File: config.mk
export PLATFORM = sky130hd
export DESIGN_NAME = gpio_pin_mux
export DESIGN_NICKNAME = d
export VERILOG_FILES = /design/src/gpio_mux_pkg.sv /design/src/gpio_pin_mux.sv /design/src/gpio_sync.sv
export SDC_FILE = /design/constraint.sdc
export NUM_CORES = 1
export LEC_CHECK = 0
export ABC_AREA = 1
export ABC_CLOCK_PERIOD_IN_PS = 1740
export BUFFER_PORTS_ARGS = -buffer_cell sky130_fd_sc_hd__clkbuf_2
export CAP_MARGIN = 20
export CORE_MARGIN = 1
export CORE_UTILIZATION = 35
export CTS_CLUSTER_DIAMETER = 30
export DETAILED_ROUTE_END_ITERATION = 7
export GPL_ROUTABILITY_DRIVEN = 0
export HOLD_SLACK_MARGIN = 0.02
export PLACE_DENSITY_LB_ADDON = 0.2
export SYNTH_ARGS = -nofsm -noshare
export SYNTH_HDL_FRONTEND = slang
export SYNTH_SLANG_ARGS = --single-unit
File: constraint.sdc
create_clock -name clk -period 1.74 [get_ports clk]
set_input_delay 0.174 -clock clk [delete_from_list [all_inputs] [get_ports clk]]
set_output_delay 0.174 -clock clk [all_outputs]
set_load 0.01 [all_outputs]
File: src/gpio_mux_pkg.sv
// Shared constants for the sixteen-pin open-drain pin multiplexer.
package gpio_mux_pkg;

  // Bank geometry.
  localparam int NUM_PINS  = 16;
  localparam int OBS_W     = 16;  // Internal signals offered to observe mode.
  localparam int OBS_SEL_W = 4;   // Width of the observe select field.
  localparam int RATE_W    = 2;   // Width of the blink rate field.
  localparam int STAMP_PER_CH = 6;  // Stamp pins per channel.
  localparam int STAMP_CH1_BASE = 6;  // First stamp pin of channel 1.

  // Pin function codes held in the primary configuration register.
  typedef enum logic [3:0] {
    FN_IO,
    FN_OBSERVE,
    FN_SLAVE_SDA,
    FN_SLAVE_SCL,
    FN_OPT_SDA,
    FN_OPT_SCL,
    FN_MOD_ABS,
    FN_PM_TICK,
    FN_STAMP,
    FN_ACT_LED,
    FN_FRAMER_IRQ,
    FN_TIME_OUT,
    FN_TIME_LOAD,
    FN_TIME_IN
  } pin_func_t;

  localparam int NUM_FUNCS = 16;  // Size of the per-function hit table.

  // Pins that offer each alternate function, one bit per pin.
  localparam logic [15:0] SLAVE_SDA_PINS    = 16'h0004;
  localparam logic [15:0] SLAVE_SCL_PINS    = 16'h0008;
  localparam logic [15:0] OPT_SDA_CH0_PINS  = 16'h0040;
  localparam logic [15:0] OPT_SCL_CH0_PINS  = 16'h0080;
  localparam logic [15:0] OPT_SDA_CH1_PINS  = 16'h0400;
  localparam logic [15:0] OPT_SCL_CH1_PINS  = 16'h0800;
  localparam logic [15:0] MOD_ABS_CH0_PINS  = 16'h0101;
  localparam logic [15:0] MOD_ABS_CH1_PINS  = 16'h0200;
  localparam logic [15:0] PM_TICK_PINS      = 16'h0301;
  localparam logic [15:0] STAMP_PINS        = 16'h0fff;
  localparam logic [15:0] STAMP_IN_CH0_PINS = 16'h0020;
  localparam logic [15:0] STAMP_IN_CH1_PINS = 16'h0800;
  localparam logic [15:0] FRAMER_B_PINS     = 16'h045d;
  localparam logic [15:0] TIME_OUT_CH0_PINS = 16'h0001;
  localparam logic [15:0] TIME_OUT_CH1_PINS = 16'h0a10;
  localparam logic [15:0] TIME_LOAD_PINS    = 16'h0002;
  localparam logic [15:0] TIME_IN_PINS      = 16'h0020;

  // Values after reset.
  localparam int            SLAVE_SDA_RST_PIN = 2;
  localparam int            SLAVE_SCL_RST_PIN = 3;
  localparam pin_func_t     RST_FUNC     = FN_IO;
  localparam logic          RST_OE       = 1'b0;
  localparam logic          RST_DRV_LOW  = 1'b0;
  localparam logic          RST_LED      = 1'b0;
  localparam logic [1:0]    RST_RATE     = 2'h0;
  localparam logic          RST_IRQ_EN   = 1'b0;
  localparam logic [3:0]    RST_OBS_SEL  = 4'h0;

  // Blink timing: the base tick is the fastest half period.
  localparam int CLK_MHZ         = 250;
  localparam int BLINK_TICK_MS   = 125;
  localparam int BLINK_TICK_CYC  = BLINK_TICK_MS * 1000 * CLK_MHZ;
  localparam int BLINK_TICK_W    = 25;
  localparam int BLINK_DIV_W     = 3;

endpackage

File: src/gpio_pin_mux.sv
// How it works
// - Pins only pull low or release, open drain.
// - Two per-pin registers: function and observe select.
// - Reset: pins 2,3 slave serial, others I/O.
// - I/O mode drives low or releases by software.
// - I/O mode also input or blinking LED.
// - Enabled input change sets sticky pending bit.
// - Observe mode enables the driver automatically.
// - Pins 6,7 and 10,11 carry optical serial lines.
// - Module-absent on 0,8 and 9; tick too.
// - Pins 0-5 and 6-11 carry stamp serial lines.
// - Even pins transmit LED, odd pins receive LED.
// - Pins carry framer interrupt A or B.
// - Time pulse, load/save, pulse input on fixed pins.
`timescale 1ns/1ns
`default_nettype none

module gpio_pin_mux #(
  parameter int unsigned BLINK_TICK_CYCLES = gpio_mux_pkg::BLINK_TICK_CYC
) (
  input  wire logic        clk,
  input  wire logic        rstn,
  // Pin side: level seen, value driven and driver enable.
  input  wire logic [15:0] gpio_in,
  output logic      [15:0] gpio_out,
  output logic      [15:0] gpio_oe,
  // Primary configuration write, one pin per write.
  input  wire logic        cfg_wr,
  input  wire logic [3:0]  cfg_pin,
  input  wire logic [3:0]  cfg_func,
  input  wire logic        cfg_oe,
  input  wire logic        cfg_drive_low,
  input  wire logic        cfg_led,
  input  wire logic [1:0]  cfg_rate,
  input  wire logic        cfg_irq_en,
  // Second configuration write: observe select.
  input  wire logic        cfg2_wr,
  input  wire logic [3:0]  pin_observe_select,
  // Status: synchronised pin levels and sticky change flags.
  output logic      [15:0] pin_level,
  output logic      [15:0] irq_pending,
  input  wire logic [15:0] irq_clr,
  // Core signals sent out on pins.
  input  wire logic [15:0] obs_bus,
  input  wire logic        slave_sda_drive_low,
  input  wire logic        slave_scl_drive_low,
  input  wire logic [1:0]  opt_sda_drive_low,
  input  wire logic [1:0]  opt_scl_drive_low,
  input  wire logic [1:0]  rx_stamp_frame,
  input  wire logic [1:0]  rx_stamp_serial_clock,
  input  wire logic [1:0]  rx_stamp_data,
  input  wire logic [1:0]  tx_stamp_frame,
  input  wire logic [1:0]  tx_stamp_serial_clock,
  input  wire logic        tx_activity_led,
  input  wire logic        rx_activity_led,
  input  wire logic        framer_irq_a,
  input  wire logic        framer_irq_b,
  input  wire logic [1:0]  time_pulse_out,
  // Pin levels returned to the core.
  output logic             slave_sda_in,
  output logic             slave_scl_in,
  output logic      [1:0]  opt_sda_in,
  output logic      [1:0]  opt_scl_in,
  output logic      [1:0]  tx_stamp_data_in,
  output logic             module_absent_ch0,
  output logic             module_absent_ch1,
  output logic             perf_monitor_tick,
  output logic             time_load_save,
  output logic             time_pulse_in
);

  // Per-pin primary configuration fields.
  gpio_mux_pkg::pin_func_t func_ff [16];
  logic [15:0] oe_ff;        // Output enable in plain I/O mode.
  logic [15:0] drv_low_ff;   // Drive low (or LED lit) in plain I/O mode.
  logic [15:0] led_ff;       // Blink the driven value.
  logic [1:0]  rate_ff [16]; // Blink rate, zero is steady.
  logic [15:0] irq_en_ff;    // Change detect enable.
  // Per-pin observe select.
  logic [3:0]  obs_sel_ff [16];

  // Pin levels after the synchroniser and one cycle earlier.
  logic [15:0] lvl;
  logic [15:0] lvl_prev_ff;
  logic [15:0] pend_ff;
  logic [15:0] oe_out_ff;
  logic [15:0] drive_low;
  logic [15:0] fn_hit [gpio_mux_pkg::NUM_FUNCS];

  // Blink timebase.
  logic [gpio_mux_pkg::BLINK_TICK_W-1:0] tick_cnt_ff;
  logic [gpio_mux_pkg::BLINK_DIV_W-1:0]  blink_div_ff;
  logic [3:0]                            blink_on;

  // External pin levels cross into the clock domain before any logic.
  gpio_sync #(
    .W (gpio_mux_pkg::NUM_PINS)
  ) u_sync (
    .clk  (clk),
    .rstn (rstn),
    .d    (gpio_in),
    .q    (lvl)
  );

  // Configuration writes; the reset state picks the default function.
  always_ff @(posedge clk or negedge rstn) begin
    if (!rstn) begin
      for (int i = 0; i < gpio_mux_pkg::NUM_PINS; i++) begin
        if (i == gpio_mux_pkg::SLAVE_SDA_RST_PIN) begin
          func_ff[i] <= gpio_mux_pkg::FN_SLAVE_SDA;
        end else if (i == gpio_mux_pkg::SLAVE_SCL_RST_PIN) begin
          func_ff[i] <= gpio_mux_pkg::FN_SLAVE_SCL;
        end else begin
          func_ff[i] <= gpio_mux_pkg::RST_FUNC;
        end
        rate_ff[i] <= gpio_mux_pkg::RST_RATE;
      end
      oe_ff      <= {16{gpio_mux_pkg::RST_OE}};
      drv_low_ff <= {16{gpio_mux_pkg::RST_DRV_LOW}};
      led_ff     <= {16{gpio_mux_pkg::RST_LED}};
      irq_en_ff  <= {16{gpio_mux_pkg::RST_IRQ_EN}};
    end else if (cfg_wr) begin
      // Unknown codes are stored as written and simply leave the pin released.
      func_ff[cfg_pin]    <= gpio_mux_pkg::pin_func_t'(cfg_func);
      rate_ff[cfg_pin]    <= cfg_rate;
      oe_ff[cfg_pin]      <= cfg_oe;
      drv_low_ff[cfg_pin] <= cfg_drive_low;
      led_ff[cfg_pin]     <= cfg_led;
      irq_en_ff[cfg_pin]  <= cfg_irq_en;
    end
  end

  // Second register holds the observe select of each pin.
  always_ff @(posedge clk or negedge rstn) begin
    if (!rstn) begin
      for (int i = 0; i < gpio_mux_pkg::NUM_PINS; i++) begin
        obs_sel_ff[i] <= gpio_mux_pkg::RST_OBS_SEL;
      end
    end else if (cfg2_wr) begin
      obs_sel_ff[cfg_pin] <= pin_observe_select;
    end
  end

  // Free-running blink timebase; one tick per fastest half period.
  always_ff @(posedge clk or negedge rstn) begin
    if (!rstn) begin
      tick_cnt_ff  <= '0;
      blink_div_ff <= '0;
    end else if (tick_cnt_ff ==
                 gpio_mux_pkg::BLINK_TICK_W'(BLINK_TICK_CYCLES - 1)) begin
      tick_cnt_ff  <= '0;
      blink_div_ff <= blink_div_ff + 1'b1;
    end else begin
      tick_cnt_ff <= tick_cnt_ff + 1'b1;
    end
  end

  // Rate zero is steady; higher rates blink faster.
  assign blink_on = {blink_div_ff[0], blink_div_ff[1], blink_div_ff[2], 1'b1};

  // Function hit table: which pins currently hold each function code.
  always_comb begin
    for (int f = 0; f < gpio_mux_pkg::NUM_FUNCS; f++) begin
      for (int i = 0; i < gpio_mux_pkg::NUM_PINS; i++) begin
        fn_hit[f][i] = (func_ff[i] == gpio_mux_pkg::pin_func_t'(f[3:0]));
      end
    end
  end

  // Per-pin output selection; each pin only ever asks to pull low.
  for (genvar i = 0; i < gpio_mux_pkg::NUM_PINS; i++) begin : g_pin
    localparam int CH = (i < gpio_mux_pkg::STAMP_CH1_BASE) ? 0 : 1;
    localparam int J  = i % gpio_mux_pkg::STAMP_PER_CH;
    localparam int OCH = (i < 8) ? 0 : 1;
    // Stamp slot order per channel; the last slot is an input, so it reads high.
    logic [5:0] stamp_vec;
    assign stamp_vec = {1'b1, tx_stamp_serial_clock[CH], tx_stamp_frame[CH],
                        rx_stamp_data[CH], rx_stamp_serial_clock[CH],
                        rx_stamp_frame[CH]};

    always_comb begin
      drive_low[i] = 1'b0;
      case (func_ff[i])
        gpio_mux_pkg::FN_IO: begin
          // Input mode keeps the driver off; LED mode gates with the blink.
          drive_low[i] = oe_ff[i] & drv_low_ff[i] &
                         (~led_ff[i] | blink_on[rate_ff[i]]);
        end
        gpio_mux_pkg::FN_OBSERVE: begin
          // No enable bit is consulted here.
          drive_low[i] = ~obs_bus[obs_sel_ff[i]];
        end
        gpio_mux_pkg::FN_SLAVE_SDA: begin
          drive_low[i] = gpio_mux_pkg::SLAVE_SDA_PINS[i] & slave_sda_drive_low;
        end
        gpio_mux_pkg::FN_SLAVE_SCL: begin
          drive_low[i] = gpio_mux_pkg::SLAVE_SCL_PINS[i] & slave_scl_drive_low;
        end
        gpio_mux_pkg::FN_OPT_SDA: begin
          drive_low[i] = (gpio_mux_pkg::OPT_SDA_CH0_PINS[i] |
                          gpio_mux_pkg::OPT_SDA_CH1_PINS[i]) &
                         opt_sda_drive_low[OCH];
        end
        gpio_mux_pkg::FN_OPT_SCL: begin
          drive_low[i] = (gpio_mux_pkg::OPT_SCL_CH0_PINS[i] |
                          gpio_mux_pkg::OPT_SCL_CH1_PINS[i]) &
                         opt_scl_drive_low[OCH];
        end
        gpio_mux_pkg::FN_STAMP: begin
          drive_low[i] = gpio_mux_pkg::STAMP_PINS[i] & ~stamp_vec[J];
        end
        gpio_mux_pkg::FN_ACT_LED: begin
          // A lit LED sinks current, so activity pulls the pin low.
          drive_low[i] = (i % 2 == 0) ? tx_activity_led : rx_activity_led;
        end
        gpio_mux_pkg::FN_FRAMER_IRQ: begin
          drive_low[i] = gpio_mux_pkg::FRAMER_B_PINS[i] ?
                         framer_irq_b : framer_irq_a;
        end
        gpio_mux_pkg::FN_TIME_OUT: begin
          drive_low[i] = (gpio_mux_pkg::TIME_OUT_CH0_PINS[i] & ~time_pulse_out[0]) |
                         (gpio_mux_pkg::TIME_OUT_CH1_PINS[i] & ~time_pulse_out[1]);
        end
        default: begin
          // Input functions and unknown codes leave the pin to the board.
          drive_low[i] = 1'b0;
        end
      endcase
    end
  end

  // Registered pin drivers: value is always low, only the enable moves.
  always_ff @(posedge clk or negedge rstn) begin
    if (!rstn) begin
      oe_out_ff <= '0;
      gpio_out  <= '0;
    end else begin
      oe_out_ff <= drive_low;
      gpio_out  <= '0;
    end
  end

  assign gpio_oe = oe_out_ff;
  assign pin_level = lvl;

  // Change detect on input pins; a new change beats a clear in the same cycle.
  always_ff @(posedge clk or negedge rstn) begin
    if (!rstn) begin
      lvl_prev_ff <= '1;
      pend_ff     <= '0;
    end else begin
      lvl_prev_ff <= lvl;
      pend_ff     <= (pend_ff & ~irq_clr) |
                     ((lvl ^ lvl_prev_ff) & fn_hit[gpio_mux_pkg::FN_IO] &
                      ~oe_ff & irq_en_ff);
    end
  end

  assign irq_pending = pend_ff;

  // Returned levels: high unless a selected pin reads low, matching an idle bus.
  always_ff @(posedge clk or negedge rstn) begin
    if (!rstn) begin
      slave_sda_in      <= 1'b1;
      slave_scl_in      <= 1'b1;
      opt_sda_in        <= 2'h3;
      opt_scl_in        <= 2'h3;
      tx_stamp_data_in  <= 2'h3;
      module_absent_ch0 <= 1'b1;
      module_absent_ch1 <= 1'b1;
      perf_monitor_tick <= 1'b1;
      time_load_save    <= 1'b1;
      time_pulse_in     <= 1'b1;
    end else begin
      slave_sda_in <= &(lvl | ~(fn_hit[gpio_mux_pkg::FN_SLAVE_SDA] &
                               gpio_mux_pkg::SLAVE_SDA_PINS));
      slave_scl_in <= &(lvl | ~(fn_hit[gpio_mux_pkg::FN_SLAVE_SCL] &
                               gpio_mux_pkg::SLAVE_SCL_PINS));
      opt_sda_in[0] <= &(lvl | ~(fn_hit[gpio_mux_pkg::FN_OPT_SDA] &
                                gpio_mux_pkg::OPT_SDA_CH0_PINS));
      opt_sda_in[1] <= &(lvl | ~(fn_hit[gpio_mux_pkg::FN_OPT_SDA] &
                                gpio_mux_pkg::OPT_SDA_CH1_PINS));
      opt_scl_in[0] <= &(lvl | ~(fn_hit[gpio_mux_pkg::FN_OPT_SCL] &
                                gpio_mux_pkg::OPT_SCL_CH0_PINS));
      opt_scl_in[1] <= &(lvl | ~(fn_hit[gpio_mux_pkg::FN_OPT_SCL] &
                                gpio_mux_pkg::OPT_SCL_CH1_PINS));
      tx_stamp_data_in[0] <= &(lvl | ~(fn_hit[gpio_mux_pkg::FN_STAMP] &
                                      gpio_mux_pkg::STAMP_IN_CH0_PINS));
      tx_stamp_data_in[1] <= &(lvl | ~(fn_hit[gpio_mux_pkg::FN_STAMP] &
                                      gpio_mux_pkg::STAMP_IN_CH1_PINS));
      module_absent_ch0 <= &(lvl | ~(fn_hit[gpio_mux_pkg::FN_MOD_ABS] &
                                    gpio_mux_pkg::MOD_ABS_CH0_PINS));
      module_absent_ch1 <= &(lvl | ~(fn_hit[gpio_mux_pkg::FN_MOD_ABS] &
                                    gpio_mux_pkg::MOD_ABS_CH1_PINS));
      perf_monitor_tick <= &(lvl | ~(fn_hit[gpio_mux_pkg::FN_PM_TICK] &
                                    gpio_mux_pkg::PM_TICK_PINS));
      time_load_save    <= &(lvl | ~(fn_hit[gpio_mux_pkg::FN_TIME_LOAD] &
                                    gpio_mux_pkg::TIME_LOAD_PINS));
      time_pulse_in     <= &(lvl | ~(fn_hit[gpio_mux_pkg::FN_TIME_IN] &
                                    gpio_mux_pkg::TIME_IN_PINS));
    end
  end

endmodule

`default_nettype wire

File: src/gpio_sync.sv
`timescale 1ns/1ns
`default_nettype none

// Two-stage synchroniser for pin levels entering the core clock domain.
module gpio_sync #(
  parameter int W = 16
) (
  input  wire logic         clk,
  input  wire logic         rstn,
  input  wire logic [W-1:0] d,
  output logic      [W-1:0] q
);

  // The first stage is read only by the second; pins idle high behind pull-ups.
  logic [W-1:0] meta_ff;

  // Both stages reset high so a released pin does not look like a change.
  always_ff @(posedge clk or negedge rstn) begin
    if (!rstn) begin
      meta_ff <= '1;
      q       <= '1;
    end else begin
      meta_ff <= d;
      q       <= meta_ff;
    end
  end

endmodule

`default_nettype wire

==> summary.md <==
| Metric | Value |
|---|---|
| Leakage | `10.8 nW` |
| Switch share | `29.0%` |
| DR vias | `16045` |
| Worst setup path start | `tick_cnt_ff[0]` |
| Antenna diodes | `0` |
| Worst Reg-to-Reg Cells | `9` |
| Met3 Track Usage GR | `3.83%` |
| Largest net degree at the start of global routing | `91` |
| Vias in the first global route | `15439` |
| Die ar. | `0.0497 sq mm` |
| Avg Inst Size Synth | `7.70 sq um` |
| Layout cell share with drive strength beyond 1 | `18.4%` |
| Starting Density | `35.6%` |
| Mapped Cells | `2218` |
| Clk slew on worst S/H paths | `0.05 ns` |
| Family with the most delay on the worst path | `simple AND/OR/NAND/NOR gates` |
| Worst Path Arrival | `2.07 ns` |
| Synthesis-stage register bit count | `345` |
| Final net count | `2594` |
| Worst Skew | `0.0147 ns` |
| Core area | `0.0479 sq mm` |
| Final setup vio count | `0` |
| Worst skew pair latency | `0.61 ns` |
| Initial antenna violation count | `0` |
| Area contributors post-synth | `dfrtp_1 41%, nand2_1 15%, dfstp_2 9.9%` |
| DR DRC count | `0` |
| Hpwl dp | `37500 um` |
| Commonest non-fill, non-tap cell in the layout | `nand2_1` |
| Die width | `223 um` |
| Final ANT Viol Nets | `0` |
| Area of the multi-input gates | `0.00711 sq mm` |
| Clock Power Share | `51.8%` |
| Count of boundary I/O pins | `169` |
| Fmax | `0.652 GHz` |
| Register area | `0.00871 sq mm` |
| Syn. warnings | `0` |
| Grt ovf | `0` |
| Iteration-0 DRC Markers | `1368` |
| Post-Layout Cell Count | `3190` |
| Clk root buf | `clkbuf_16` |
| Comb pwr share | `14.9%` |
| Vias per inst | `5.03` |
| Met1 global-route usage | `30.3%` |
| TritonCTS Buffers | `88` |
| FF-to-FF Start | `tick_cnt_ff[0]` |
| Mapped cell area | `0.0171 sq mm` |
| P&R area growth vs syn | `31.1%` |
| Crit Path Category | `reg -> reg` |
| First-pass GRT wire length | `86200 um` |
| FF-to-FF End | `blink_div_ff[1]` |
| Min Tclk post-route | `1.53 ns` |
| Synth cell types | `38` |
| Switch Pwr | `9.32 mW` |
| Seq/Total Area, Yosys | `51.1%` |
| TNS Setup | `0 ns` |
| Clock sinks | `345` |
| Clock buffer depth | `3` |
| Pwr/cell area | `1440 mW/mm^2` |
| Sequential share of power | `33.2%` |
| Met2 GRT Util | `35.5%` |
| GRT Total Usage | `22.4%` |
| Fillers | `4656` |
| I/O Buffers | `152` |
| DR pass1 iterations | `5` |
| CP max-delay cell | `dfrtp_1` |
| Max_slew headroom | `52.7%` |
| Maximum vdd ir drop | `0.821 mV` |
| Data required time of the worst path | `2.28 ns` |
| Die height | `223 um` |
| Slowest stage delay, CP | `0.40 ns` |
| Critical-path cell list | `ha_1 -> nand2_2 -> nor2_4 -> nand3_2 -> nor3_2 -> nand2_2 -> clkinv_4 -> nand2_1 -> nand2_1` |
| Final Hold Fails | `0` |
| Reg-to-reg slack, setup | `0.21 ns` |
| Placed Instances | `2986` |
| Routed length per instance | `17.2 um` |
| Worst Path Buf+Inv | `1` |
| Worst path depth | `9` |
| Post-synth top area share | `41.2%` |
| Most frequent cells in the layout | `665 x nand2_1, 281 x nand3_1, 281 x dfrtp_1` |
| CTS tree | `yes` |
| Status | `complete, no violations` |
| Pins Over Slew Limit | `0` |
| Internal power | `22.9 mW` |
| Largest area contributor in the netlist | `dfrtp_1` |
| Tcrit/Tclk final | `88.2%` |
| Layer carrying the most global-route usage | `met2` |
| Tightest Pin Transition | `0.702 ns` |
| Final WL | `55000 um` |
| H-Tree Depth | `3` |
| Hold Path Class | `in -> reg` |
| Hold_sp | `rx_stamp_data[1]` |
| Buffer count from post-CTS setup fixing | `0` |
| Worst-path fanout max | `10` |
| RSZ-0062 raised after global routing | `false` |
| Maxcap violations | `0` |
| Startpoint class of the critical path | `flop` |
| Setup crit end | `blink_div_ff[1]` |
| Row count | `80` |
| Setup crit end kind | `flop` |
-- kinds of logic after synthesis --
group,after synthesis,synth area share (%)
other,1,0.0220
XOR/XNOR,22,1.13
AND/OR/NAND/NOR,1221,30.6
AO/OA/AOI/OAI,311,9.36
buffers and inverters,316,7.65
adder cells (fa/ha/maj),2,0.147
flip-flops,345,51.1
-- metrics by stage --
step                      util, %  hold WS (ns)  area, sq um  setup slack [ns]  power, mW
after CTS                    46.7        0.0308        22400             0.169       32.4
after floorplan                 -        -0.122        17100             0.274       13.6
after global routing         46.7        0.0738        22400            0.0509       33.8
after detailed placement     39.4        0.0420        18900             0.170       15.5
final                        46.7        0.0598        22400             0.205       32.2
after global placement       39.4        0.0387        18900             0.199       15.3
-- worst register-to-register path, delay by kind of cell (launching register included) --
family	cells	cell delay, ns
fa+ha+maj	1	0.22
buf+inv	1	0.11
flops	1	0.40
simple gates	7	0.74
-- worst min path at each step --
stage | to | slack (ns) | cells past startpoint
floorplan | blink_div_ff[0] | -0.12 | 0
detailed placement | rate_ff[31] | 0.04 | 1
CTS | gpio_oe[8] | 0.03 | 6
global placement | rate_ff[31] | 0.04 | 1
global route | rate_ff[6] | 0.07 | 4
finish | gpio_oe[8] | 0.06 | 6
-- per-layer routing --
layer | share of wire [%] | vias to the layer above
li1 | - | 7786
met1 | 45 | 7562
met2 | 46 | 560
met3 | 5.8 | 137
met4 | 3.0 | 0
met5 | 0 | -
-- power by group through the flow --
stage	registers [mW]	logic, mW	clock network (mW)
finish	10.7	4.81	16.7
global route	10.9	5.49	17.4
CTS	10.7	4.82	16.9
detailed placement	10.8	4.73	0
global placement	10.7	4.60	0
floorplan	10.4	3.26	0
-- repair_timing --
| item | in CTS | in global routing |
|---|---|---|
| gates resized for setup | 0 | 1 |
| endpoints found under the hold margin | 336 | 0 |
| hold buffers | 39 | 0 |
| setup endpoints to repair | 0 | 1 |
-- sequential cells by signal, summed over array words and instances, names as in the netlist, 2 cells and up --
signal,count
blink_div_ff,3
drv_low_ff,16
func_ff,64
gpio_oe,16
irq_en_ff,16
irq_pending,16
led_ff,16
lvl_prev_ff,16
obs_sel_ff,64
oe_ff,16
opt_scl_in,2
opt_sda_in,2
rate_ff,32
tick_cnt_ff,25
tx_stamp_data_in,2
u_sync.meta_ff,16
u_sync.q,16
-- cells in the mapped netlist --
cell       count
xnor2_1        5
clkinv_4       1
dfstp_2       64
dfrtp_1      281
nand2_2        2
o21ai_1       52
nor2_2         6
nand3_1      281
a31oi_1        2
nor3_2         2
nand2_1      666
nor3_1        17
o2bb2ai_1      1
and3_1         1
clkinv_1       1
nor4_1        12
nand4_1       40
inv_1        209
a21oi_1       28
clkbuf_1      44
o211ai_1       9
ha_1           2
or4_1          1
xor2_1        17
nand3_2        1
o22ai_1        8
o21ai_0      210
nor2_4         1
nand3b_1      22
buf_4         16
nor2_1       167
buf_2         43
or2_2          1
or3b_2         1
o21bai_1       1
inv_2          1
conb_1         1
clkbuf_2       1
-- cell type report --
class,instances,share of cell area [%]
repair buffers,281,8.49
flip-flops and latches,345,38.9
clock inverters,48,2.67
clock buffers,117,11.1
well taps,615,3.44
inverters,212,3.58
multi-input cells,1572,31.8
Power figures use the tool's default switching activity.
